[config.mk]
export PLATFORM = sky130hd
export DESIGN_NAME = pio_ports_cg
export DESIGN_NICKNAME = d
export VERILOG_FILES = /design/src/pio_cg_pkg.sv /design/src/pio_regbus_if.sv /design/src/pio_ports_cg.sv /design/src/pio_apb_slave.sv /design/src/pio_sync.sv
export VERILOG_INCLUDE_DIRS = /design/src
export SDC_FILE = /design/constraint.sdc
export NUM_CORES = 1
export LEC_CHECK = 0
export BUFFER_PORTS_ARGS = -buffer_cell sky130_fd_sc_hd__buf_2
export CAP_MARGIN = 10
export CORE_UTILIZATION = 55
export CTS_CLUSTER_DIAMETER = 60
export DETAILED_ROUTE_END_ITERATION = 10
export GPL_TIMING_DRIVEN = 0
export PLACE_DENSITY = 0.94
export SYNTH_ARGS = -nofsm -noshare
export SYNTH_HDL_FRONTEND = slang
export SYNTH_SLANG_ARGS = --single-unit
[constraint.sdc]
create_clock -name CLK -period 4.9 [get_ports CLK]
set_input_delay 0.49 -clock CLK [delete_from_list [all_inputs] [get_ports CLK]]
set_output_delay 0.49 -clock CLK [all_outputs]
set_load 0.03 [all_outputs]
[src/pio_cg_params.svh]
// Constants for the port C..G parallel I/O block: register indices,
// reset values and field positions. Definitions only; no logic.
`ifndef PIO_CG_PARAMS_SVH
`define PIO_CG_PARAMS_SVH

// ----------------------------------------------------------------------
// Register indices (byte address on the bus is four times the index)
// ----------------------------------------------------------------------
`define IDX_PORT_G_DATA   14'h1002
`define IDX_PORT_G_DIR    14'h1003
`define IDX_PORT_F_DATA   14'h1005
`define IDX_PORT_C_DATA   14'h1006
`define IDX_PORT_C_DIR    14'h1007
`define IDX_PORT_D_DATA   14'h1008
`define IDX_PORT_D_DIR    14'h1009
`define IDX_PORT_E_IN     14'h100A
`define IDX_SYSOPT        14'h1038

// ----------------------------------------------------------------------
// Reset values and field layout
// ----------------------------------------------------------------------
`define RST_DIR           8'h00
`define RST_DATA          8'h00
`define RST_SYSOPT        8'h20
`define SYSOPT_G_OD_BIT   7
`define SYSOPT_C_OD_BIT   6
`define SYSOPT_QCLK_BIT   5
`define SYSOPT_IMPL_MASK  8'hE0
`define PD_IMPL_MASK      8'h3F
`define PD_SCI_RX_LINE    0
`define PD_SCI_TX_LINE    1
`define PD_FAULT_LINE     5
`define PG_PROG_CS_LINE   3

`endif

[src/pio_cg_pkg.sv]
// Types and helper functions shared by the port C..G I/O block.
// Assumes nothing beyond a SystemVerilog compiler.
package pio_cg_pkg;

  typedef logic [7:0]  byte_t;
  typedef logic [13:0] reg_idx_t;
  typedef enum logic {SPI_ROLE_SLAVE, SPI_ROLE_MASTER} spi_role_e;

  // Data read-back: pin level for inputs, latch for outputs
  function automatic byte_t port_view(byte_t latch, byte_t pin, byte_t dir);
    return (latch & dir) | (pin & ~dir);
  endfunction

  // Open drain: a one leaves the pin undriven
  function automatic byte_t drive_en(byte_t dir, byte_t val, logic od);
    return dir & ~({8{od}} & val);
  endfunction

endpackage

[src/pio_regbus_if.sv]
// Internal register strobe bundle between the bus slave and the ports.
// Assumes both ends run on the same clock.
`timescale 1ns/10ps
interface pio_regbus_if;
  import pio_cg_pkg::*;
  logic     wr_stb;
  reg_idx_t idx;
  byte_t    wdata;
  byte_t    rdata;
  logic     miss;
  modport slave (output wr_stb, idx, wdata, input rdata, miss);
  modport regs  (input wr_stb, idx, wdata, output rdata, miss);
endinterface

[src/pio_ports_cg.sv]
// Parallel I/O ports C, D, E, F and G with direction, open-drain and
// mode-dependent alternate functions. Assumes SPI, SCI, chip-select
// and mode inputs come from logic on CLK; pin inputs are asynchronous.
//
// Notes on behaviour
// - Port C direction bit set means output
// - Port D lines 5..0 GPIO or serial
// - Reset clears port D direction bits
// - Port D open drain: one floats pin
// - Port D direction upper two bits zero
// - Line 5: slave ignores bit, master selects
// - SPI inputs forced; SPI outputs need direction
// - Port E eight input-only lines
// - Port F outputs or low address
// - Port G resets input; expanded gives prog select
// - Port G 7..4 chip selects, all bidirectional
// - Port G open drain in any mode
// - Port G direction bits reset zero
// - Options: G od, C od, quad clock
// - Options bits 4..0 read zero
// - Port C open drain single-chip only
// - Expanded port C is data bus
`timescale 1ns/10ps
`include "pio_cg_params.svh"
module pio_ports_cg (
  // Clock, reset, enable
  input  wire logic                   CLK,
  input  wire logic                   RESETN,
  input  wire logic                   CE,
  // APB register bus
  input  wire logic                   PSEL,
  input  wire logic                   PENABLE,
  input  wire logic                   PWRITE,
  input  wire logic [15:0]            PADDR,
  input  wire logic [31:0]            PWDATA,
  output      logic                   PREADY,
  output      logic [31:0]            PRDATA,
  output      logic                   PSLVERR,
  // Operating mode: expanded or test when high
  input  wire logic                   MODE_EXPANDED,
  // Serial units
  input  wire logic                   SPI_ENABLE,
  input  wire pio_cg_pkg::spi_role_e  SPI_ROLE,
  input  wire logic [2:0]             SPI_WANTS_OUT,
  input  wire logic [2:0]             SPI_DOUT,
  input  wire logic                   PORT_D_OPEN_DRAIN,
  input  wire logic                   SCI_TX_EN,
  input  wire logic                   SCI_TXD,
  input  wire logic                   SCI_RX_EN,
  output      logic [2:0]             SPI_DIN,
  output      logic                   SPI_LINE5_IN,
  output      logic                   SCI_RXD,
  // Expanded bus and chip selects
  input  wire logic                   EXT_BUS_WRITE,
  input  wire logic [7:0]             EXT_DATA_OUT,
  input  wire logic [7:0]             EXT_ADDR_LO,
  input  wire logic [3:0]             CS_ENABLE,
  input  wire logic [3:0]             CS_LEVEL,
  output      logic [7:0]             EXT_DATA_IN,
  output      logic                   QUAD_CLOCK_OUT_EN,
  // Pins
  input  wire logic [7:0]             PC_IN,
  output      logic [7:0]             PC_OUT,
  output      logic [7:0]             PC_OE,
  input  wire logic [5:0]             PD_IN,
  output      logic [5:0]             PD_OUT,
  output      logic [5:0]             PD_OE,
  input  wire logic [7:0]             PE_IN,
  output      logic [7:0]             PF_OUT,
  input  wire logic [7:0]             PG_IN,
  output      logic [7:0]             PG_OUT,
  output      logic [7:0]             PG_OE
);
  import pio_cg_pkg::*;

  // --------------------------------------------------------------------
  // Bus slave and pin synchronisers
  // --------------------------------------------------------------------
  pio_regbus_if rb ();

  pio_apb_slave u_apb (
    .clk     (CLK),
    .resetn  (RESETN),
    .ce      (CE),
    .psel    (PSEL),
    .penable (PENABLE),
    .pwrite  (PWRITE),
    .paddr   (PADDR),
    .pwdata  (PWDATA),
    .pready  (PREADY),
    .prdata  (PRDATA),
    .pslverr (PSLVERR),
    .bus     (rb.slave)
  );

  byte_t      pc_s;
  byte_t      pe_s;
  byte_t      pg_s;
  logic [5:0] pd_s6;
  byte_t      pd_s;

  pio_sync #(.W(8)) u_sync_c (.clk(CLK), .resetn(RESETN), .ce(CE), .d(PC_IN), .q(pc_s));
  pio_sync #(.W(6)) u_sync_d (.clk(CLK), .resetn(RESETN), .ce(CE), .d(PD_IN), .q(pd_s6));
  pio_sync #(.W(8)) u_sync_e (.clk(CLK), .resetn(RESETN), .ce(CE), .d(PE_IN), .q(pe_s));
  pio_sync #(.W(8)) u_sync_g (.clk(CLK), .resetn(RESETN), .ce(CE), .d(PG_IN), .q(pg_s));

  assign pd_s = {2'b00, pd_s6};

  // --------------------------------------------------------------------
  // Register decode
  // --------------------------------------------------------------------
  logic hit_gd;
  logic hit_gr;
  logic hit_fd;
  logic hit_cd;
  logic hit_cr;
  logic hit_dd;
  logic hit_dr;
  logic hit_e;
  logic hit_o;

  assign hit_gd = rb.idx == `IDX_PORT_G_DATA;
  assign hit_gr = rb.idx == `IDX_PORT_G_DIR;
  // Data bus and address modes take these out of the map
  assign hit_fd = (rb.idx == `IDX_PORT_F_DATA) & ~MODE_EXPANDED;
  assign hit_cd = (rb.idx == `IDX_PORT_C_DATA) & ~MODE_EXPANDED;
  assign hit_cr = rb.idx == `IDX_PORT_C_DIR;
  assign hit_dd = rb.idx == `IDX_PORT_D_DATA;
  assign hit_dr = rb.idx == `IDX_PORT_D_DIR;
  assign hit_e  = rb.idx == `IDX_PORT_E_IN;
  assign hit_o  = rb.idx == `IDX_SYSOPT;

  assign rb.miss = ~(hit_gd | hit_gr | hit_fd | hit_cd | hit_cr
                   | hit_dd | hit_dr | hit_e | hit_o);

  // --------------------------------------------------------------------
  // Registers
  // --------------------------------------------------------------------
  byte_t pc_lat_q;
  byte_t pc_dir_q;
  byte_t pd_lat_q;
  byte_t pd_dir_q;
  byte_t pf_lat_q;
  byte_t pg_lat_q;
  byte_t pg_dir_q;
  byte_t sysopt_q;

  always_ff @(posedge CLK or negedge RESETN) begin
    if (!RESETN) begin
      pc_lat_q <= `RST_DATA;
      pc_dir_q <= `RST_DIR;
      pd_lat_q <= `RST_DATA;
      pd_dir_q <= `RST_DIR;
      pf_lat_q <= `RST_DATA;
      pg_lat_q <= `RST_DATA;
      pg_dir_q <= `RST_DIR;
      sysopt_q <= `RST_SYSOPT;
    end else if (CE && rb.wr_stb) begin
      if (hit_cd) pc_lat_q <= rb.wdata;
      if (hit_cr) pc_dir_q <= rb.wdata;
      if (hit_dd) pd_lat_q <= rb.wdata & `PD_IMPL_MASK;
      if (hit_dr) pd_dir_q <= rb.wdata & `PD_IMPL_MASK;
      if (hit_fd) pf_lat_q <= rb.wdata;
      if (hit_gd) pg_lat_q <= rb.wdata;
      if (hit_gr) pg_dir_q <= rb.wdata;
      if (hit_o)  sysopt_q <= rb.wdata & `SYSOPT_IMPL_MASK;
    end
  end

  logic g_od;
  logic c_od;

  assign g_od              = sysopt_q[`SYSOPT_G_OD_BIT];
  assign c_od              = sysopt_q[`SYSOPT_C_OD_BIT] & ~MODE_EXPANDED;
  assign QUAD_CLOCK_OUT_EN = sysopt_q[`SYSOPT_QCLK_BIT];

  // --------------------------------------------------------------------
  // Port C: GPIO or data bus
  // --------------------------------------------------------------------
  assign PC_OUT      = MODE_EXPANDED ? EXT_DATA_OUT : pc_lat_q;
  assign PC_OE       = MODE_EXPANDED ? {8{EXT_BUS_WRITE}}
                                     : drive_en(pc_dir_q, pc_lat_q, c_od);
  assign EXT_DATA_IN = pc_s;

  // --------------------------------------------------------------------
  // Port D: GPIO shared with SCI (lines 1..0) and SPI (lines 5..2)
  // --------------------------------------------------------------------
  logic       spi_master;
  logic [5:0] pd_dir;
  byte_t      pd_val;

  assign spi_master = SPI_ROLE == SPI_ROLE_MASTER;

  // Receive line is forced to input, transmit line to output
  assign pd_dir[`PD_SCI_RX_LINE] = pd_dir_q[`PD_SCI_RX_LINE] & ~SCI_RX_EN;
  assign pd_dir[`PD_SCI_TX_LINE] = pd_dir_q[`PD_SCI_TX_LINE] | SCI_TX_EN;
  assign pd_dir[4:2] = SPI_ENABLE ? (pd_dir_q[4:2] & SPI_WANTS_OUT)
                                  : pd_dir_q[4:2];
  // Slave: line 5 is always the select input
  assign pd_dir[`PD_FAULT_LINE]  = pd_dir_q[`PD_FAULT_LINE]
                                 & ~(SPI_ENABLE & ~spi_master);

  assign pd_val[`PD_SCI_RX_LINE] = pd_lat_q[`PD_SCI_RX_LINE];
  assign pd_val[`PD_SCI_TX_LINE] = SCI_TX_EN ? SCI_TXD : pd_lat_q[`PD_SCI_TX_LINE];
  assign pd_val[4:2] = SPI_ENABLE ? SPI_DOUT : pd_lat_q[4:2];
  assign pd_val[7:5] = pd_lat_q[7:5];

  byte_t pd_oe8;

  // Option honoured in every mode
  assign pd_oe8       = drive_en({2'b00, pd_dir}, pd_val, PORT_D_OPEN_DRAIN);
  assign PD_OE        = pd_oe8[5:0];
  assign PD_OUT       = pd_val[5:0];
  assign SPI_DIN      = pd_s[4:2];
  assign SPI_LINE5_IN = pd_s[`PD_FAULT_LINE];
  assign SCI_RXD      = pd_s[`PD_SCI_RX_LINE];

  // --------------------------------------------------------------------
  // Port F: GPIO outputs or low address
  // --------------------------------------------------------------------
  assign PF_OUT = MODE_EXPANDED ? EXT_ADDR_LO : pf_lat_q;

  // --------------------------------------------------------------------
  // Port G: GPIO with chip selects on lines 7..4
  // --------------------------------------------------------------------
  logic [3:0] cs_act;
  byte_t      pg_dir;
  byte_t      pg_val;

  // Program select owns line 7 from reset in expanded modes
  assign cs_act = CS_ENABLE | ({3'b000, MODE_EXPANDED} << `PG_PROG_CS_LINE);
  assign pg_dir = pg_dir_q | {cs_act, 4'h0};
  assign pg_val = {cs_act & CS_LEVEL | ~cs_act & pg_lat_q[7:4], pg_lat_q[3:0]};
  assign PG_OUT = pg_val;
  assign PG_OE  = drive_en(pg_dir, pg_val, g_od);

  // --------------------------------------------------------------------
  // Read-back
  // --------------------------------------------------------------------
  // Port E reads sampled pins through the two-flop synchroniser
  assign rb.rdata = ({8{hit_cd}} & port_view(pc_lat_q, pc_s, pc_dir_q))
                  | ({8{hit_cr}} & pc_dir_q)
                  | ({8{hit_dd}} & port_view(pd_val, pd_s, {2'b00, pd_dir}))
                  | ({8{hit_dr}} & pd_dir_q)
                  | ({8{hit_e}}  & pe_s)
                  | ({8{hit_fd}} & pf_lat_q)
                  | ({8{hit_gd}} & port_view(pg_val, pg_s, pg_dir))
                  | ({8{hit_gr}} & pg_dir_q)
                  | ({8{hit_o}}  & sysopt_q);

  // --------------------------------------------------------------------
  // Assertions
  // --------------------------------------------------------------------
  property p_pc_input_quiet;
    @(posedge CLK) disable iff (!RESETN)
    !MODE_EXPANDED |-> (PC_OE & ~pc_dir_q) == 8'h00;
  endproperty
  a_pc_input_quiet: assert property (p_pc_input_quiet)
    else $error("port C drives a line set as input");

  property p_dir_reset;
    @(posedge CLK) disable iff (!RESETN)
    $rose(RESETN) |-> (pd_dir_q == 8'h00) && (pg_dir_q == 8'h00) && (PD_OE == 6'h00);
  endproperty
  a_dir_reset: assert property (p_dir_reset)
    else $error("direction not cleared by reset");

  property p_pd_open_drain;
    @(posedge CLK) disable iff (!RESETN)
    PORT_D_OPEN_DRAIN |-> (PD_OE & PD_OUT) == 6'h00;
  endproperty
  a_pd_open_drain: assert property (p_pd_open_drain)
    else $error("port D drives high in open drain");

  property p_pd_dir_upper;
    @(posedge CLK) disable iff (!RESETN)
    (rb.wr_stb && hit_dr) |=> pd_dir_q == ($past(rb.wdata) & 8'h3F);
  endproperty
  a_pd_dir_upper: assert property (p_pd_dir_upper)
    else $error("port D direction write wrong");

  property p_line5_slave;
    @(posedge CLK) disable iff (!RESETN)
    (SPI_ENABLE && SPI_ROLE == SPI_ROLE_SLAVE) |-> !PD_OE[5];
  endproperty
  a_line5_slave: assert property (p_line5_slave)
    else $error("line 5 driven in slave mode");

  property p_spi_lines;
    @(posedge CLK) disable iff (!RESETN)
    SPI_ENABLE |-> (PD_OE[4:2] & ~(SPI_WANTS_OUT & pd_dir_q[4:2])) == 3'h0;
  endproperty
  a_spi_lines: assert property (p_spi_lines)
    else $error("SPI line driven without both enables");

  property p_pf_expanded;
    @(posedge CLK) disable iff (!RESETN)
    (MODE_EXPANDED && PREADY && PWRITE && rb.idx == `IDX_PORT_F_DATA)
      |=> $stable(pf_lat_q) && PF_OUT == EXT_ADDR_LO;
  endproperty
  a_pf_expanded: assert property (p_pf_expanded)
    else $error("port F latch written in expanded mode");

  property p_pg7_prog;
    @(posedge CLK) disable iff (!RESETN)
    MODE_EXPANDED |-> PG_OE[7] || (g_od && PG_OUT[7]);
  endproperty
  a_pg7_prog: assert property (p_pg7_prog)
    else $error("line 7 not program select in expanded mode");

  property p_pg_open_drain;
    @(posedge CLK) disable iff (!RESETN)
    g_od |-> (PG_OE & PG_OUT) == 8'h00;
  endproperty
  a_pg_open_drain: assert property (p_pg_open_drain)
    else $error("port G drives high in open drain");

  property p_pg_gpio_dir;
    @(posedge CLK) disable iff (!RESETN)
    (!MODE_EXPANDED && CS_ENABLE == 4'h0 && !g_od)
      |-> PG_OE == pg_dir_q && PG_OUT == pg_lat_q;
  endproperty
  a_pg_gpio_dir: assert property (p_pg_gpio_dir)
    else $error("port G line not following its direction bit");

  property p_sci_tx_line;
    @(posedge CLK) disable iff (!RESETN)
    SCI_TX_EN |-> PD_OUT[1] == SCI_TXD && (PD_OE[1] || (PORT_D_OPEN_DRAIN && SCI_TXD));
  endproperty
  a_sci_tx_line: assert property (p_sci_tx_line)
    else $error("line 1 not carrying serial transmit");

  property p_sysopt_write;
    @(posedge CLK) disable iff (!RESETN)
    (rb.wr_stb && hit_o) |=> sysopt_q[4:0] == 5'h00
      && sysopt_q[7:5] == $past(rb.wdata[7:5]);
  endproperty
  a_sysopt_write: assert property (p_sysopt_write)
    else $error("options register write wrong");

  property p_pc_bus;
    @(posedge CLK) disable iff (!RESETN)
    MODE_EXPANDED |-> PC_OE == {8{EXT_BUS_WRITE}} && PC_OUT == EXT_DATA_OUT;
  endproperty
  a_pc_bus: assert property (p_pc_bus)
    else $error("port C not following data bus");

endmodule // pio_ports_cg

[src/pio_apb_slave.sv]
// APB slave: zero-wait access phase, read data captured at setup.
// Assumes the register side decodes idx combinationally.
`timescale 1ns/10ps
module pio_apb_slave (
  // Clock and reset
  input  wire logic        clk,
  input  wire logic        resetn,
  input  wire logic        ce,
  // APB
  input  wire logic        psel,
  input  wire logic        penable,
  input  wire logic        pwrite,
  input  wire logic [15:0] paddr,
  input  wire logic [31:0] pwdata,
  output      logic        pready,
  output      logic [31:0] prdata,
  output      logic        pslverr,
  // Register side
  pio_regbus_if.slave      bus
);
  import pio_cg_pkg::*;

  logic        setup;
  logic        err_d;
  logic        err_q;
  logic [31:0] rdata_q;

  assign setup      = psel & ~penable;
  assign err_d      = (paddr[1:0] != 2'h0) | bus.miss;
  assign bus.idx    = paddr[15:2];
  assign bus.wdata  = pwdata[7:0];
  // Frozen clock enable stretches the access phase
  assign pready     = psel & penable & ce;
  assign bus.wr_stb = pready & pwrite & ~err_q;
  assign prdata     = rdata_q;
  assign pslverr    = pready & err_q;

  always_ff @(posedge clk or negedge resetn) begin
    if (!resetn) begin
      rdata_q <= 32'h0000_0000;
      err_q   <= 1'b0;
    end else if (ce && setup) begin
      rdata_q <= {24'h00_0000, bus.rdata};
      err_q   <= err_d;
    end
  end

endmodule // pio_apb_slave

[src/pio_sync.sv]
// Two-flop synchroniser for pin inputs.
// Assumes inputs are quasi-static relative to CLK.
`timescale 1ns/10ps
module pio_sync #(
  parameter int W = 8
) (
  input  wire logic         clk,
  input  wire logic         resetn,
  input  wire logic         ce,
  input  wire logic [W-1:0] d,
  output      logic [W-1:0] q
);
  logic [W-1:0] meta_q;

  always_ff @(posedge clk or negedge resetn) begin
    if (!resetn) begin
      meta_q <= '0;
      q      <= '0;
    end else if (ce) begin
      meta_q <= d;
      q      <= meta_q;
    end
  end

endmodule // pio_sync

* After elaboration in Yosys (flattened, before gate mapping)
Index checks and enable logic that the tools add are counted.
** Word-level totals
- Register bits :: 124
- Input bits :: 122
- Output and inout port bits :: 100
- Logic and storage cells :: 118
** Operators by class
- Eq/ne operators :: 9
- Multiplexer cells :: 6
- Bitwise gates (word level) :: 74
- Reduce and logical (&&, ||, !) cells :: 11
** Operator list (number)
- AND 8 bit :: 16
- equality test 14 x 13 -> 1 bit, second input constant :: 9
- OR 8 bit :: 11
- NOT 8 bit :: 4
- 2-to-1 mux 8 bit :: 3
- AND 6 bit :: 3
- AND reduction 2 bit :: 8
- AND 1 bit :: 12
- OR 1 bit :: 10
- AND 4 bit :: 2
- AND 6 x 8 -> 8 bit :: 1
- AND 8 x 6 -> 8 bit :: 1
- NOT 6 -> 8 bit :: 1
- OR 4 bit :: 2
- OR 6 x 8 -> 8 bit :: 1
- NOT 1 bit :: 7
- 2-to-1 mux 3 bit :: 2
- NOT 6 bit :: 1
- NOT 4 bit :: 1
- AND 3 bit :: 1
- logical AND 1 bit :: 2
- nonzero test 2 bit :: 1
- 2-to-1 mux 1 bit :: 1

* Depth between registers and ports, before layout
Gate-level depths: netlist of run 1.
- Depth after elaboration :: 15
- Gate-level depth with buffers :: 8
- Depth with buffers taken out :: 5

* Hierarchy
Synthesis of run 1 repeated with hierarchy kept, for this count alone.
** Second synthesis, totals
- Cell total of the unflattened synthesis :: 568
- Area, all modules :: 6869.1 sq um
** By module, submodules not included
- pio_ports_cg :: instances 1, cells an instance 371, area an instance 3713.6 sq um
- pio_sync at u_sync_c ... :: instances 3, cells an instance 34, area an instance 649.4 sq um
- pio_apb_slave :: instances 1, cells an instance 70, area an instance 723.2 sq um
- pio_sync at u_sync_d :: instances 1, cells an instance 25, area an instance 484.2 sq um

* Least setup slack after synthesis of run 1
Ideal clock, no wire load.
- Path type :: input -> output
- Start point :: in MODE_EXPANDED
- End point :: out PG_OE[7]
- Data arrival time :: 2071 ps
- Setup slack :: 2339 ps
- Stages :: 3
- Path buffers :: 1
- Cells stage by stage :: clkbuf_1 -> o31ai_1 -> a21oi_1
** On the way
- Cells in the longest elaborated chain, start to end :: 7
** RTL lines
- start: declaration :: RTL line pio_ports_cg.sv:40 : input wire logic MODE_EXPANDED,
- OR 4 bit (*) :: RTL line pio_ports_cg.sv:231 : assign cs_act = CS_ENABLE | ({3'b000, MODE_EXPANDED} << `PG_PROG_CS_LINE);
- NOT 4 bit :: RTL line pio_ports_cg.sv:233 : assign pg_val = {cs_act & CS_LEVEL | ~cs_act & pg_lat_q[7:4], pg_lat_q[3:0]};
- AND 4 bit :: RTL line pio_ports_cg.sv:233
- OR 4 bit (*) :: RTL line pio_ports_cg.sv:233
- named net PG_OUT[7] :: RTL line pio_ports_cg.sv:71 : output logic [7:0] PG_OUT,
- AND 8 bit (*) :: RTL line pio_cg_pkg.sv:16 : return dir & ~({8{od}} & val);
- NOT 8 bit (*) :: RTL line pio_cg_pkg.sv:16
- AND 8 bit (*) :: RTL line pio_cg_pkg.sv:16
- end: declaration :: RTL line pio_ports_cg.sv:72 : output logic [7:0] PG_OE
Mark *: on every way through the listed nets, which the timed path passes. The rest lies on a longest branch.

* Worst setup path after layout of run 1
- Start point :: in MODE_EXPANDED
- End point :: out PC_OE[7]
** On the way
- Cells in the longest elaborated chain, start to end :: 6
** RTL lines
- NOT 1 bit :: RTL line pio_ports_cg.sv:174 : assign c_od = sysopt_q[`SYSOPT_C_OD_BIT] & ~MODE_EXPANDED;
- AND 1 bit :: RTL line pio_ports_cg.sv:174
- AND 8 bit :: RTL line pio_cg_pkg.sv:16
- NOT 8 bit :: RTL line pio_cg_pkg.sv:16
- AND 8 bit :: RTL line pio_cg_pkg.sv:16
- 2-to-1 mux 8 bit (*) :: RTL line pio_ports_cg.sv:181 : assign PC_OE = MODE_EXPANDED ? {8{EXT_BUS_WRITE}}
- end: declaration :: RTL line pio_ports_cg.sv:64 : output logic [7:0] PC_OE,
Every way passes the cells marked *; elsewhere a longest branch is shown, timed or not.

==> results by stage, run 1 <==
Layout:
- The fill cell total of the finished layout is 798.
- In the final design database the tool counted 903 nets.
- 0 antenna diodes ended up in the layout.
- The area overhead of the layout relative to synthesis is 26.45%.
- The utilization after layout is 71.89%.
- Summing all non-filler instances in the final layout gives an area of 0.008279 mm^2.
- In the final layout, the share of cells above drive strength 1 is 49.43%.

Yosys:
- Summed over all instances, the cell type with the most area after synthesis is sky130_fd_sc_hd__dfrtp_1.
- After synthesis, the share of flip-flops with an asynchronous set or reset is 100.0%.
- In this run, synthesis inferred 0 flip-flops with an integrated enable.
- The proportion of synthesized chip area in sequential cells is between 40% and 50%.
- The largest family of logic cells by synthesized area is multiplexers.
- The post-synthesis cell area is 0.006548 mm^2.
- After technology mapping, the gate count stands at 570.
- After Yosys synthesis, XOR and XNOR cells account for 0% of the synthesized area.
- In this run the biggest area consumer among cell types represents 47.01% of the synthesized area.
- In this run, synthesis produced a sequential element count of 124.
- In the synthesized netlist the dominant register cell turns out to be sky130_fd_sc_hd__dfrtp_1.
- The synthesized-area fraction occupied by ao, oa, aoi and oai cells is 9.841%.
- The mean post-synth cell area is 11.49 um^2.
- Yosys instantiated no cell more often than sky130_fd_sc_hd__mux2_2.
- The commonest cells after synthesis are sky130_fd_sc_hd__mux2_2, sky130_fd_sc_hd__dfrtp_1, sky130_fd_sc_hd__nand2_1.
- The post-synthesis cell type count is 62.
- The portion of netlist area occupied by mux cells is 24.50%.
- After synthesis, the cell types taking the most area are sky130_fd_sc_hd__dfrtp_1, sky130_fd_sc_hd__mux2_2, sky130_fd_sc_hd__buf_4.
- The adder and majority gate portion of the synthesized area is 0%.
- For this run, the number of Yosys warnings is 0.
- The fraction of the mapped netlist area in simple logic gates is 11.77%.

Global routing:
- Entering global routing, the biggest net connects 66 pins.
- The global-route total usage across every layer is 31.48%.
- The remaining global-route overflow is 0.
- The number of global-route vias before repair is 5558.
- The initial antenna violation count is 0.
- The first global-routing pass estimated 29680 um of wire.

Clock network:
- The number of buffers between clock root and the deepest sink is 2.
- The number of sinks driven by the clock tree is about 120.
- Post-CTS timing repair inserted 0 buffers for setup.
- The number of gates resized after CTS was 0.
- TritonCTS built the clock tree.
- Clock-pin slew was measured on the worst setup and hold paths at 0.06 ns.
- After clock tree synthesis, the flow added hold-fix buffers numbering 0.
- At the later pin of the worst-skew pair, clock insertion delay measures between 0.4 and 0.5 ns.
- The cell at the root of the clock tree is sky130_fd_sc_hd__clkbuf_16.
- Buffers inserted during clock tree synthesis total 17.
- The number of levels in the clock H-tree is 4.

Timing:
- The normalized max-slew margin is about a quarter.
- The slew at the pin closest to its max-slew limit is 1.116 ns.
- The number of hold violations in the final report is 0.
- Setup repair after global routing left no endpoint under its margin.
- The clock skew is 0.007421 ns.
- The period utilization is between 50 and 60%.
- For this run, the top clock speed supported by timing is between 300 and 400 MHz.
- In the final timing run, aggregate negative setup slack is 0 ns.
- The final-report setup violation count is 0.
- The max-slew violation count is 0.
- The post-route minimum period is between 2 and 3 ns.

Routing:
- The remaining number of nets flagged by the antenna check after routing is 0.
- The mean routed wirelength per cell is between 20 and 25 um.
- In the routed design, unresolved DRC markers number 32.
- The ratio of routed vias to standard cells is 5.937.
- After the first detailed-routing iteration, the DRC count stood at 507.
- Before antenna repair, the detailed router went through 8 iterations.
- The total via count in the routed design is 5557.
- The routed wire length is 18820 um.

Critical path:
- The category of the worst setup path capture point is an output port.
- In this run the worst path has a maximum fanout of 10.
- The element type at the critical path start is an input port.
- The critical path start-end classification is input port to output port.
- Data arrives at the worst endpoint at 2.43 ns.
- At the worst endpoint, the required time is 4.41 ns.

Floorplan:
- The floorplan step defined a die boundary enclosing 0.01235 mm^2.
- The starting density of the core is a little under three fifths.
- 222 I/O pins were placed.
- The region available for standard cell placement spans 0.01152 mm^2.
- The die is 111.1 um wide.
- The height of the chip is 111.1 um.
- The initialized floorplan defines 39 standard-cell rows.

Power:
- IR analysis of the VDD net gives a maximum drop of 0.2077 mV.
- The power per cell area is 343.6 mW/mm^2.
- The total leakage power is 4.027 nW.

Worst hold path:
- In this run the worst hold path is classified as input port to asynchronous set/reset pin.

Place:
- The placed instances occupy a cell area of 0.007687 mm^2.
- At the end of routability-driven placement, the weighted congestion stood at 0.9251.
- Buffers placed on the I/O ports in this run total 168.
- Summed over all nets, the half-perimeter wirelength after detailed placement is about 14000 um.

Flow run:
- The number of violations of the max-capacitance limit is 0.

Outcome:
- The run finished, with violations left.
- The final reports fail on design-rule violations.
==> power by group <==
part / switching (mW) / internal (mW) / total [mW]
registers: 0.0503 / 1.10 / 1.15
logic: 0.267 / 0.173 / 0.439
clock network: 0.451 / 0.807 / 1.26
==> routing by layer <==
| metal | routed length (um) | vias up | track usage, % | share of wire (%) |
|---|---|---|---|---|
| li1 | - | 2448 | - | - |
| met1 | 7486 | 2695 | 39.35 | 40 |
| met2 | 9040 | 346 | 52.96 | 48 |
| met3 | 1631 | 68 | 7.545 | 8.7 |
| met4 | 657 | 0 | 12.07 | 3.5 |
| met5 | 0 | - | 0 | 0 |
==> cell type report <==
cell class | instances | area [um^2] | area share (%)
Inverter | 14 | 52.55 | 0.6347
Timing Repair Buffer | 169 | 874.6 | 10.56
Tap cell | 143 | 178.9 | 2.161
Clock inverter | 11 | 145.1 | 1.753
Buffer | 61 | 367.9 | 4.443
Clock buffer | 20 | 446.7 | 5.395
Sequential cell | 124 | 3104 | 37.49
Multi-Input combinational cell | 394 | 3109 | 37.55
==> final timing paths <==
path / startpoint / endpoint / slack (ns) / depth (start not counted)
worst min register to register: u_sync_g.meta_q[7]$_DFFE_PN0P_ / u_sync_g.q[7]$_DFFE_PN0P_ / 0.49 / 2
worst min-delay path: RESETN / u_sync_e.meta_q[5]$_DFFE_PN0P_ / 0.03 / 1
min in group CLK: PE_IN[6] / u_sync_e.meta_q[6]$_DFFE_PN0P_ / 0.30 / 2
max in group asynchronous: RESETN / sysopt_q[5]$_DFFE_PN1P_ / 4.12 / 2
worst max register to register: u_apb.err_q$_DFFE_PN0P_ / pg_dir_q[1]$_DFFE_PN0P_ / 2.88 / 5
worst max-delay path: MODE_EXPANDED / PC_OE[7] / 1.98 / 6
==> through the flow <==
stage	cells	power [mW]	hold WS (ns)	setup WS, ns
4_1_cts	936	2.850	0.05619	2.017
3_5_place_dp	905	1.598	0.4753	2.021
2_1_floorplan	593	1.430	0.1944	2.339
5_1_grt	936	2.941	0.07347	1.881
3_3_place_gp	904	1.580	0.4683	1.851
6_report	936	2.845	0.02597	1.983
==> state kept, by name (all words and copies together) (netlist names), 8 cells and up <==
| name | flops |
|---|---|
| u_sync_g.meta_q | 8 |
| u_sync_g.q | 8 |
| pg_dir_q | 8 |
| u_sync_e.q | 8 |
| pc_dir_q | 8 |
| pc_lat_q | 8 |
| u_apb.prdata | 8 |
| u_sync_c.q | 8 |
| pf_lat_q | 8 |
| u_sync_c.meta_q | 8 |
| u_sync_e.meta_q | 8 |
| pg_lat_q | 8 |
==> cells by family after synthesis <==
logic type / Yosys count
buffers and inverters: 75
flip-flops: 124
other: 1
AND/OR/NAND/NOR: 128
AO/OA/AOI/OAI: 99
multiplexers: 143
==> cells in the final DEF (no fill, tap or decap), types with 3 or more instances in the layout <==
cell type	instances
sky130_fd_sc_hd__nand2_2	3
sky130_fd_sc_hd__nor2_1	23
sky130_fd_sc_hd__o21ai_0	19
sky130_fd_sc_hd__mux2_2	137
sky130_fd_sc_hd__clkbuf_1	20
sky130_fd_sc_hd__or4_1	3
sky130_fd_sc_hd__o211ai_1	4
sky130_fd_sc_hd__nand2_1	35
sky130_fd_sc_hd__a22oi_1	10
sky130_fd_sc_hd__a21boi_0	3
sky130_fd_sc_hd__inv_1	14
sky130_fd_sc_hd__buf_1	5
sky130_fd_sc_hd__o31ai_1	4
sky130_fd_sc_hd__clkinvlp_4	3
sky130_fd_sc_hd__mux2i_1	5
sky130_fd_sc_hd__a21oi_1	28
sky130_fd_sc_hd__nor2b_1	3
sky130_fd_sc_hd__nor3_1	5
sky130_fd_sc_hd__buf_4	34
sky130_fd_sc_hd__nor4b_2	3
sky130_fd_sc_hd__bufinv_16	3
sky130_fd_sc_hd__a31oi_1	9
sky130_fd_sc_hd__nor4_1	4
sky130_fd_sc_hd__conb_1	24
sky130_fd_sc_hd__a21o_1	4
sky130_fd_sc_hd__nor4bb_1	4
sky130_fd_sc_hd__and3_1	3
sky130_fd_sc_hd__clkinv_2	3
sky130_fd_sc_hd__buf_2	169
sky130_fd_sc_hd__clkbuf_16	17
sky130_fd_sc_hd__nand3_1	5
sky130_fd_sc_hd__and2_1	4
sky130_fd_sc_hd__nand2b_1	7
sky130_fd_sc_hd__nand3b_1	9
sky130_fd_sc_hd__dfrtp_1	123
==> critical path, stage by stage <==
cell	delay, ns
sky130_fd_sc_hd__buf_2	0.11
sky130_fd_sc_hd__clkbuf_1	0.52
sky130_fd_sc_hd__clkbuf_1	0.47
sky130_fd_sc_hd__nand2_1	0.37
sky130_fd_sc_hd__o31ai_1	0.19
sky130_fd_sc_hd__buf_2	0.26
(Power assumes the default switching activity.)
==> run 2, diff against run 1 <==
Settings changed: CORE_UTILIZATION 55 to 46, PLACE_DENSITY 0.94 to 0.85.
Clock period 4.9 ns to 2.65 ns, I/O delays scaled along.
==> run 2 against run 1 <==
The run now ends clean. Sequential share of layout area is 0.22 points lower. Global-route usage is 5.8 points lower. Cell count is 4.2% higher. Final area is 0.59% higher. First-iteration DRC count is 26% lower. Total power is 82% higher. Sequential power is 84% higher. Non-clock buffer count is 1 higher. Utilization is 12 points lower. Via count is 3.3% lower. Routed wire length is 3.0% lower. Critical endpoint is now PC_OUT[1]. Largest power group unchanged.
==> results by stage, run 2 (synthesis results as in run 1) <==
Outcome:
- The flow ran to the end, and the final reports show no timing, DRC or antenna violations.

Clock network:
- The number of buffers between clock root and the deepest sink is 2.
- The clock-pin transition on the worst setup and hold timing paths is 0.06 ns.
- The later pin in the worst-skew pair is clocked with a latency of 0.41 ns.
- The post-CTS setup-driven buffer insertion count is 0.
- CTS saw between 100 and 150 sinks.
- CTS placed an instance of sky130_fd_sc_hd__clkbuf_16 at the clock tree root.
- TritonCTS built the clock tree.
- Buffers inserted during clock tree synthesis total 17.
- The number of levels in the clock H-tree is 4.

Global routing:
- For this run the aggregate overflow at the end of global routing stands at 0.
- The first global-routing pass estimated 27820 um of wire.
- The number of global-route vias before repair is 5083.
- Entering global routing, the biggest net connects 92 pins.
- The global-route total usage across every layer is roughly 26%.
- The initial antenna violation count was 1.

Layout:
- The final cell count without fillers is 975.
- Across the whole layout, storage elements account for 0.003104 mm^2.
- The library cell used most frequently in the layout, excluding fill and tap cells, is sky130_fd_sc_hd__buf_2.
- In the final layout, the multi-input gates occupy 0.003109 mm^2.
- Of the cells placed in the final design, the portion with a size suffix greater than 1 is 49.69%.
- Once layout is done, the placed cells without fillers occupy between 0.008 and 0.009 mm^2.
- The layout net count is 904.
- The layout has approximately 1200 filler cells.
- The area overhead of the layout relative to synthesis is 27.19%.
- The top cell types in the final layout, fill and taps aside, are sky130_fd_sc_hd__buf_2, sky130_fd_sc_hd__mux2_2, sky130_fd_sc_hd__dfrtp_1, sky130_fd_sc_hd__nand2_1, sky130_fd_sc_hd__buf_4.
- The utilization after layout is 60.00%.
- 0 antenna diodes ended up in the layout.

Timing:
- The normalized max-slew margin is between 20% and 30%.
- Setup repair after global routing left no endpoint under its margin.
- At the pin with the least slew margin, the transition time is 1.068 ns.
- After layout, the worst path uses 87.60% of the clock period.
- The worst path setup slack after routing is about 0.33 ns.
- The post-route minimum period is between 2 and 2.5 ns.
- For the final database, setup skew stands at 0.005927 ns.
- The final-layout worst hold slack is slightly above 0.08 ns.
- The maximum frequency from static timing analysis is between 400 and 500 MHz.
- The number of hold violations in the final report is 0.
- The max-slew violation count is 0.
- Setup violations remaining at the end of the flow were counted as 0.
- The sum of negative setup slack is 0 ns.

Place:
- At the end of routability-driven placement, the weighted congestion stood at 0.9293.
- The count of input and output buffers is 168.
- After detailed placement, the design holds a cell count of 942.
- The placed wire-length estimate after detailed placement is 13990 um.
- The worst setup slack after placement is 0.2130 ns.
- After detailed placement, the total cell area comes to between 0.007 and 0.008 mm^2.

Critical path:
- The critical path in this run is classified as input port to output port.
- The endpoint identified for the worst register-to-register timing path is pg_dir_q[4]$_DFFE_PN0P_.
- The element type at the critical path start is an input port.
- The data required time of the worst path is 2.38 ns.
- The cell depth of the worst flop-to-flop path is 5.
- The cell repeated most along the worst path is sky130_fd_sc_hd__buf_2.
- The stage delay of the slowest cell on the critical path is 0.54 ns.
- The setup slack of the most critical reg-to-reg path is 0.79 ns.
- The cell with the largest stage delay on the worst path is sky130_fd_sc_hd__clkbuf_1.
- The arrival time at the worst endpoint is 2.06 ns.
- The top fanout value on the critical path is 10.
- The worst register-to-register path begins at u_apb.err_q$_DFFE_PN0P_.
- The category of the worst setup path capture point is an output port.
- The signal on the critical path passes through buf_2 > clkbuf_1 > buf_1 > mux2_2 > buf_2.

Power:
- For this design the static power due to leakage is 4.028 nW.
- The power per cell area is 622.5 mW/mm^2.
- Total power for the finished layout comes to around 5.2 mW.
- The maximum vdd drop is 0.5947 mV.

Routing:
- The mean routed wirelength per cell is 18.73 um.
- After detailed routing, the total wire length is 18260 um.
- After the first detailed-routing iteration, the DRC count stood at roughly 380.
- The detailed-router iteration count before antenna repair is 7.
- Detailed routing inserted a total of roughly 5400 vias.
- For this run, design rule violations remaining after detail routing come to 0.
- The ratio of routed vias to standard cells is roughly 5.5.
- Once detail routing completed, the nets flagged for antenna violations numbered 0.

Floorplan:
- The height of the chip is 121.3 um.
- The core area is 0.01388 mm^2.
- During I/O placement, the number of pins put on the boundary was roughly 220.
- The starting density of the core is roughly 47%.
- The initialized floorplan defines 43 standard-cell rows.
- In this run the horizontal extent of the chip is 121.3 um.
- The floorplan step defined a die boundary enclosing 0.01471 mm^2.

Worst hold path:
- The worst hold path was traced through 2 stages.
- The endpoint of the worst hold-timing path is u_sync_g.meta_q[6]$_DFFE_PN0P_.
- The startpoint identified for the worst hold timing path is PG_IN[6].
- In this run the worst hold path is classified as input port to flop.

Flow run:
- The number of violations of the max-capacitance limit is 0.
-- run 2: changes by cell type in the layout (fill, tap and decap cells not counted), sizes merged --
cell,previous run,this run
inv,14,16
dlygate4sd3,0,1
clkbuf,39,37
bufinv,3,2
clkinv,5,6
clkinvlp,3,4
-- run 2: worst max-delay path: cells and delay by family --
family	cells	cell delay [ns]
buffers and inverters	4	1.36
multiplexers	1	0.43
-- run 2: repair_timing --
action	4_1_cts	5_1_grt
hold buffers	1	0
gates resized for setup	0	0
endpoints found under the hold margin	33	0
-- run 2: worst max path at each step --
stage / startpoint / to / slack, ns / cells past startpoint
global route: MODE_EXPANDED / PC_OE[7] / 0.24 / 6
CTS: MODE_EXPANDED / PC_OUT[1] / 0.30 / 5
finish: MODE_EXPANDED / PC_OUT[1] / 0.33 / 5
global placement: RESETN / u_sync_c.meta_q[1]$_DFFE_PN0P_ / -0.25 / 1
floorplan: MODE_EXPANDED / PG_OE[7] / 0.54 / 3
detailed placement: CE / pg_dir_q[1]$_DFFE_PN0P_ / 0.21 / 7
-- run 2: cell type report --
| class | count | share of cell area (%) |
|---|---|---|
| inverter | 14 | 0.6310 |
| clock inverter | 14 | 1.743 |
| tap | 180 | 2.704 |
| timing repair buffer | 170 | 10.62 |
| buffer | 61 | 4.417 |
| multi-input combinational | 394 | 37.33 |
| sequential | 124 | 37.27 |
| clock buffer | 18 | 5.273 |
-- run 2: per-layer routing --
| layer | vias to the layer above | global-route usage (%) | part of all wire (%) |
|---|---|---|---|
| met4 | 2 | 8.179 | 1.8 |
| met2 | 285 | 43.57 | 49 |
| met1 | 2601 | 31.91 | 40 |
| met3 | 25 | 6.203 | 8.6 |
| met5 | - | 0 | 0.071 |
| li1 | 2460 | - | - |
-- run 2: power by group --
| part | leakage, nW | internal (mW) | total, mW | switching, mW |
|---|---|---|---|---|
| combinational | 2.18 | 0.320 | 0.805 | 0.485 |
| clock | 0.278 | 1.41 | 2.26 | 0.850 |
| sequential | 1.57 | 2.03 | 2.12 | 0.0932 |
| total | 4.03 | 3.76 | 5.18 | 1.43 |
==> run 3, diff against run 2 <==
Settings changed: CORE_UTILIZATION 46 to 51, PLACE_DENSITY 0.85 to 0.89.
Clock period 2.65 ns to 2.6 ns, I/O delays scaled along.
==> run 3 against run 2 <==
The flow now finishes with violations (design-rule violations). Cell count shrank 0.92%. Sequential cell count stayed put. Via count is 0.52% higher. First-iteration DRC count is 0.27% higher. Critical path depth rose by 1. Utilization increased by 6.3 points. Die area shrank 9.6%. Highest routed layer unchanged.
==> results by stage, run 3 (synthesis results as in run 1) <==
Timing:
- For this run, the top clock speed supported by timing is between 400 and 500 MHz.
- After layout, the worst path uses 85.89% of the clock period.
- The max-slew violation count is 0.
- The clock period could shrink to 2.233 ns.
- Setup violations remaining at the end of the flow were counted as 0.
- The normalized max-slew margin is between 30% and 40%.
- Adding up every negative setup slack in the final design gives 0 ns.
- The clock skew is just over 0.01 ns.
- In the post-route analysis, the smallest setup slack over all paths is 0.3670 ns.
- The number of hold violations in the final report was 0.
- The slew at the pin closest to its max-slew limit is ~1 ns.
- Setup repair after global routing left no endpoint under its margin.

Flow run:
- The number of violations of the max-capacitance limit is 0.

Clock network:
- TritonCTS built the clock tree.
- The clock latency on the worst-skew pair is roughly 0.42 ns.
- After clock tree synthesis, the repair step resized 0 gates.
- The root buffer cell chosen for the clock tree is sky130_fd_sc_hd__clkbuf_16.
- The number of sinks driven by the clock tree is 124.
- The clock-pin transition on the worst setup and hold timing paths is 0.06 ns.
- In this run, CTS created clock tree buffers numbering 17.
- No sink is reached through more buffers than the 2 on the longest clock path.
- CTS built an H-tree with a depth of 4.

Power:
- For this design the static power due to leakage is 4.027 nW.
- The worst-case IR drop observed on VDD is 0.5407 mV.
- The power per cell area is about 650 mW/mm^2.
- The relative contribution of combinational cells to total power is 15.4%.
- The completed layout was analyzed and its total power is around 5.4 mW.
- The sequential power share is between 40% and 50%.
- The fraction of power spent switching nets is 27.55%.
- The clock network fraction of total power is 44.4%.
- For this design the total switching power over the nets is 1.481 mW.
- Cell internal power was estimated by the tool at 3.895 mW.

Critical path:
- The worst register-to-register path ends at pg_dir_q[0]$_DFFE_PN0P_.
- The cell with the largest stage delay on the worst path is sky130_fd_sc_hd__clkbuf_1.
- STA puts the critical path data required time at 2.34 ns.
- The worst register-to-register path begins at u_apb.err_q$_DFFE_PN0P_.
- The critical path start-end classification is input port to output port.
- The critical path goes through buf_2 > clkbuf_1 > clkbuf_1 > nand2_1 > nand2_1 > buf_2.
- The gate family responsible for the most delay along the worst path is buffers and inverters.
- The number of buffers and inverters on the critical path is 4.
- The total number of cells along the worst setup path is 6.
- The worst register-to-register path has a depth of 5.
- STA puts the critical path data arrival time at between 1.5 and 2 ns.
- The worst setup path is captured at an output port.
- In this run the register-to-register setup slack is a little over 0.7 ns.
- The top fanout value on the critical path is 10.
- The worst setup path is launched from an input port.
- The stage delay of the slowest cell on the critical path is 0.52 ns.

Layout:
- For this run, the number of standard cells in the final layout without fillers is 966.
- The count of antenna diodes in the layout is 0.
- The net count of the finished layout is ~900.
- Of the cells placed in the final design, the portion with a size suffix greater than 1 is between 40% and 50%.
- The utilization after layout is 66.29%.
- The area overhead of the layout relative to synthesis is 27.25%.
- The library cells used most frequently in the layout, excluding fill and tap cells, are sky130_fd_sc_hd__buf_2, sky130_fd_sc_hd__mux2_2, sky130_fd_sc_hd__dfrtp_1, sky130_fd_sc_hd__nand2_1, sky130_fd_sc_hd__buf_4.
- The most common cell after layout, fill and taps aside is sky130_fd_sc_hd__buf_2.

Worst hold path:
- Counting instances, the worst hold path has a depth of 2.
- The worst hold path begins at PG_IN[2].
- The worst hold path belongs to the class input port to flop.
- The endpoint of the worst hold-timing path is u_sync_g.meta_q[2]$_DFFE_PN0P_.

Outcome:
- The flow ran to the end, but the final reports show violations.
- The final reports fail on design-rule violations.

Place:
- At the placement stage, the worst setup path has a slack of approximately 0.13 ns.
- At the end of routability-driven placement, the weighted congestion stood at 0.9501.
- The wire-length estimate of the detail-placed layout is 13640 um.
- In this run the tool buffered the top-level ports with ~170 buffer cells.
- The number of instances in the placed design is 934.

Floorplan:
- The overall die area is 0.01330 mm^2.
- In this run the count of I/O pins placed on the die edge is about 220.
- The row count is 41.
- The core region is 0.01257 mm^2.
- The height of the chip is 115.3 um.
- In this run the horizontal extent of the chip is between 100 and 150 um.
- The starting density of the core is 52.10%.

Global routing:
- The first-pass GRT wire length is around 28000 um.
- The initial antenna violation count is 1.
- Across every metal layer, demand over resource in global routing totals around 29%.
- After global routing the overflow that remains totals 0.
- The pin count of the biggest net entering global routing is 79.
- The number of global-route vias before repair came to roughly 5200.

Routing:
- The ratio of routed vias to standard cells is 5.591.
- The DRC violation total after the first TritonRoute iteration is 377.
- The detail route stage leaves a number of antenna-violating nets equal to 0.
- For this block, the via count after detailed routing is 5401.
- The first detailed-routing pass ran for 9 iterations.
- For this block, the routed nets add up to 18190 um of wire.
- In the final routed layout, each cell accounts on average for around 19 um.
- The final routed DRC violation total is 2.
## run 3: cell count changes in the layout (fill, tap and decap cells not counted)
cell	delta
sky130_fd_sc_hd__clkinv_2	-2
sky130_fd_sc_hd__clkinvlp_4	+1
sky130_fd_sc_hd__bufinv_16	+1
sky130_fd_sc_hd__inv_6	-1
sky130_fd_sc_hd__clkbuf_8	-1
sky130_fd_sc_hd__clkinv_4	+1
## run 3: repair_timing
| item | 4_1_cts | 5_1_grt |
|---|---|---|
| endpoints found under the setup margin | 0 | 0 |
| hold buffers | 1 | 0 |
| hold endpoints to repair | 45 | 0 |
| setup buffers | 0 | 0 |
## run 3: routing by layer
layer | vias up | wire length (um) | global-route usage [%]
met5 | - | 13 | 0
met4 | 2 | 389 | 9.784
li1 | 2451 | - | -
met3 | 36 | 1615 | 7.169
met2 | 301 | 8865 | 46.43
met1 | 2611 | 7304 | 37.25
## run 3: how the worst max path moves through the flow
| stage | end | startpoint | slack (ns) |
|---|---|---|---|
| floorplan | PG_OE[7] | MODE_EXPANDED | 0.50 |
| global route | PC_OE[5] | MODE_EXPANDED | 0.26 |
| global placement | u_sync_c.q[1]$_DFFE_PN0P_ | RESETN | -0.27 |
| CTS | PC_OUT[4] | MODE_EXPANDED | 0.35 |
| finish | PC_OE[5] | MODE_EXPANDED | 0.37 |
| detailed placement | pg_dir_q[0]$_DFFE_PN0P_ | PADDR[6] | 0.13 |
## run 3: final cells by class
cell class | count | area, um^2
fillers | 978 | 4237
multi-input cells | 394 | 3109
flip-flops and latches | 124 | 3104
repair buffers | 170 | 884.6
clock buffers | 17 | 425.4
plain buffers | 61 | 367.9
well taps | 172 | 215.2
clock inverters | 14 | 172.7
inverters | 14 | 52.55
## run 3: per-stage QoR
step,cell area [um^2],hold slack [ns]
after global routing,8332,0.06251
after detailed placement,7724,0.2199
after global placement,7690,0.4747
final,8332,0.07154
after CTS,8332,0.06406
after floorplan,6634,-0.03559
## run 3: power groups by stage
stage | sequential (mW) | combinational (mW) | clock [mW]
floorplan | 2.24 | 0.449 | 0
global placement | 2.19 | 0.797 | 0
detailed placement | 2.19 | 0.820 | 0
CTS | 2.16 | 0.828 | 2.41
global route | 2.18 | 0.887 | 2.51
finish | 2.16 | 0.827 | 2.39
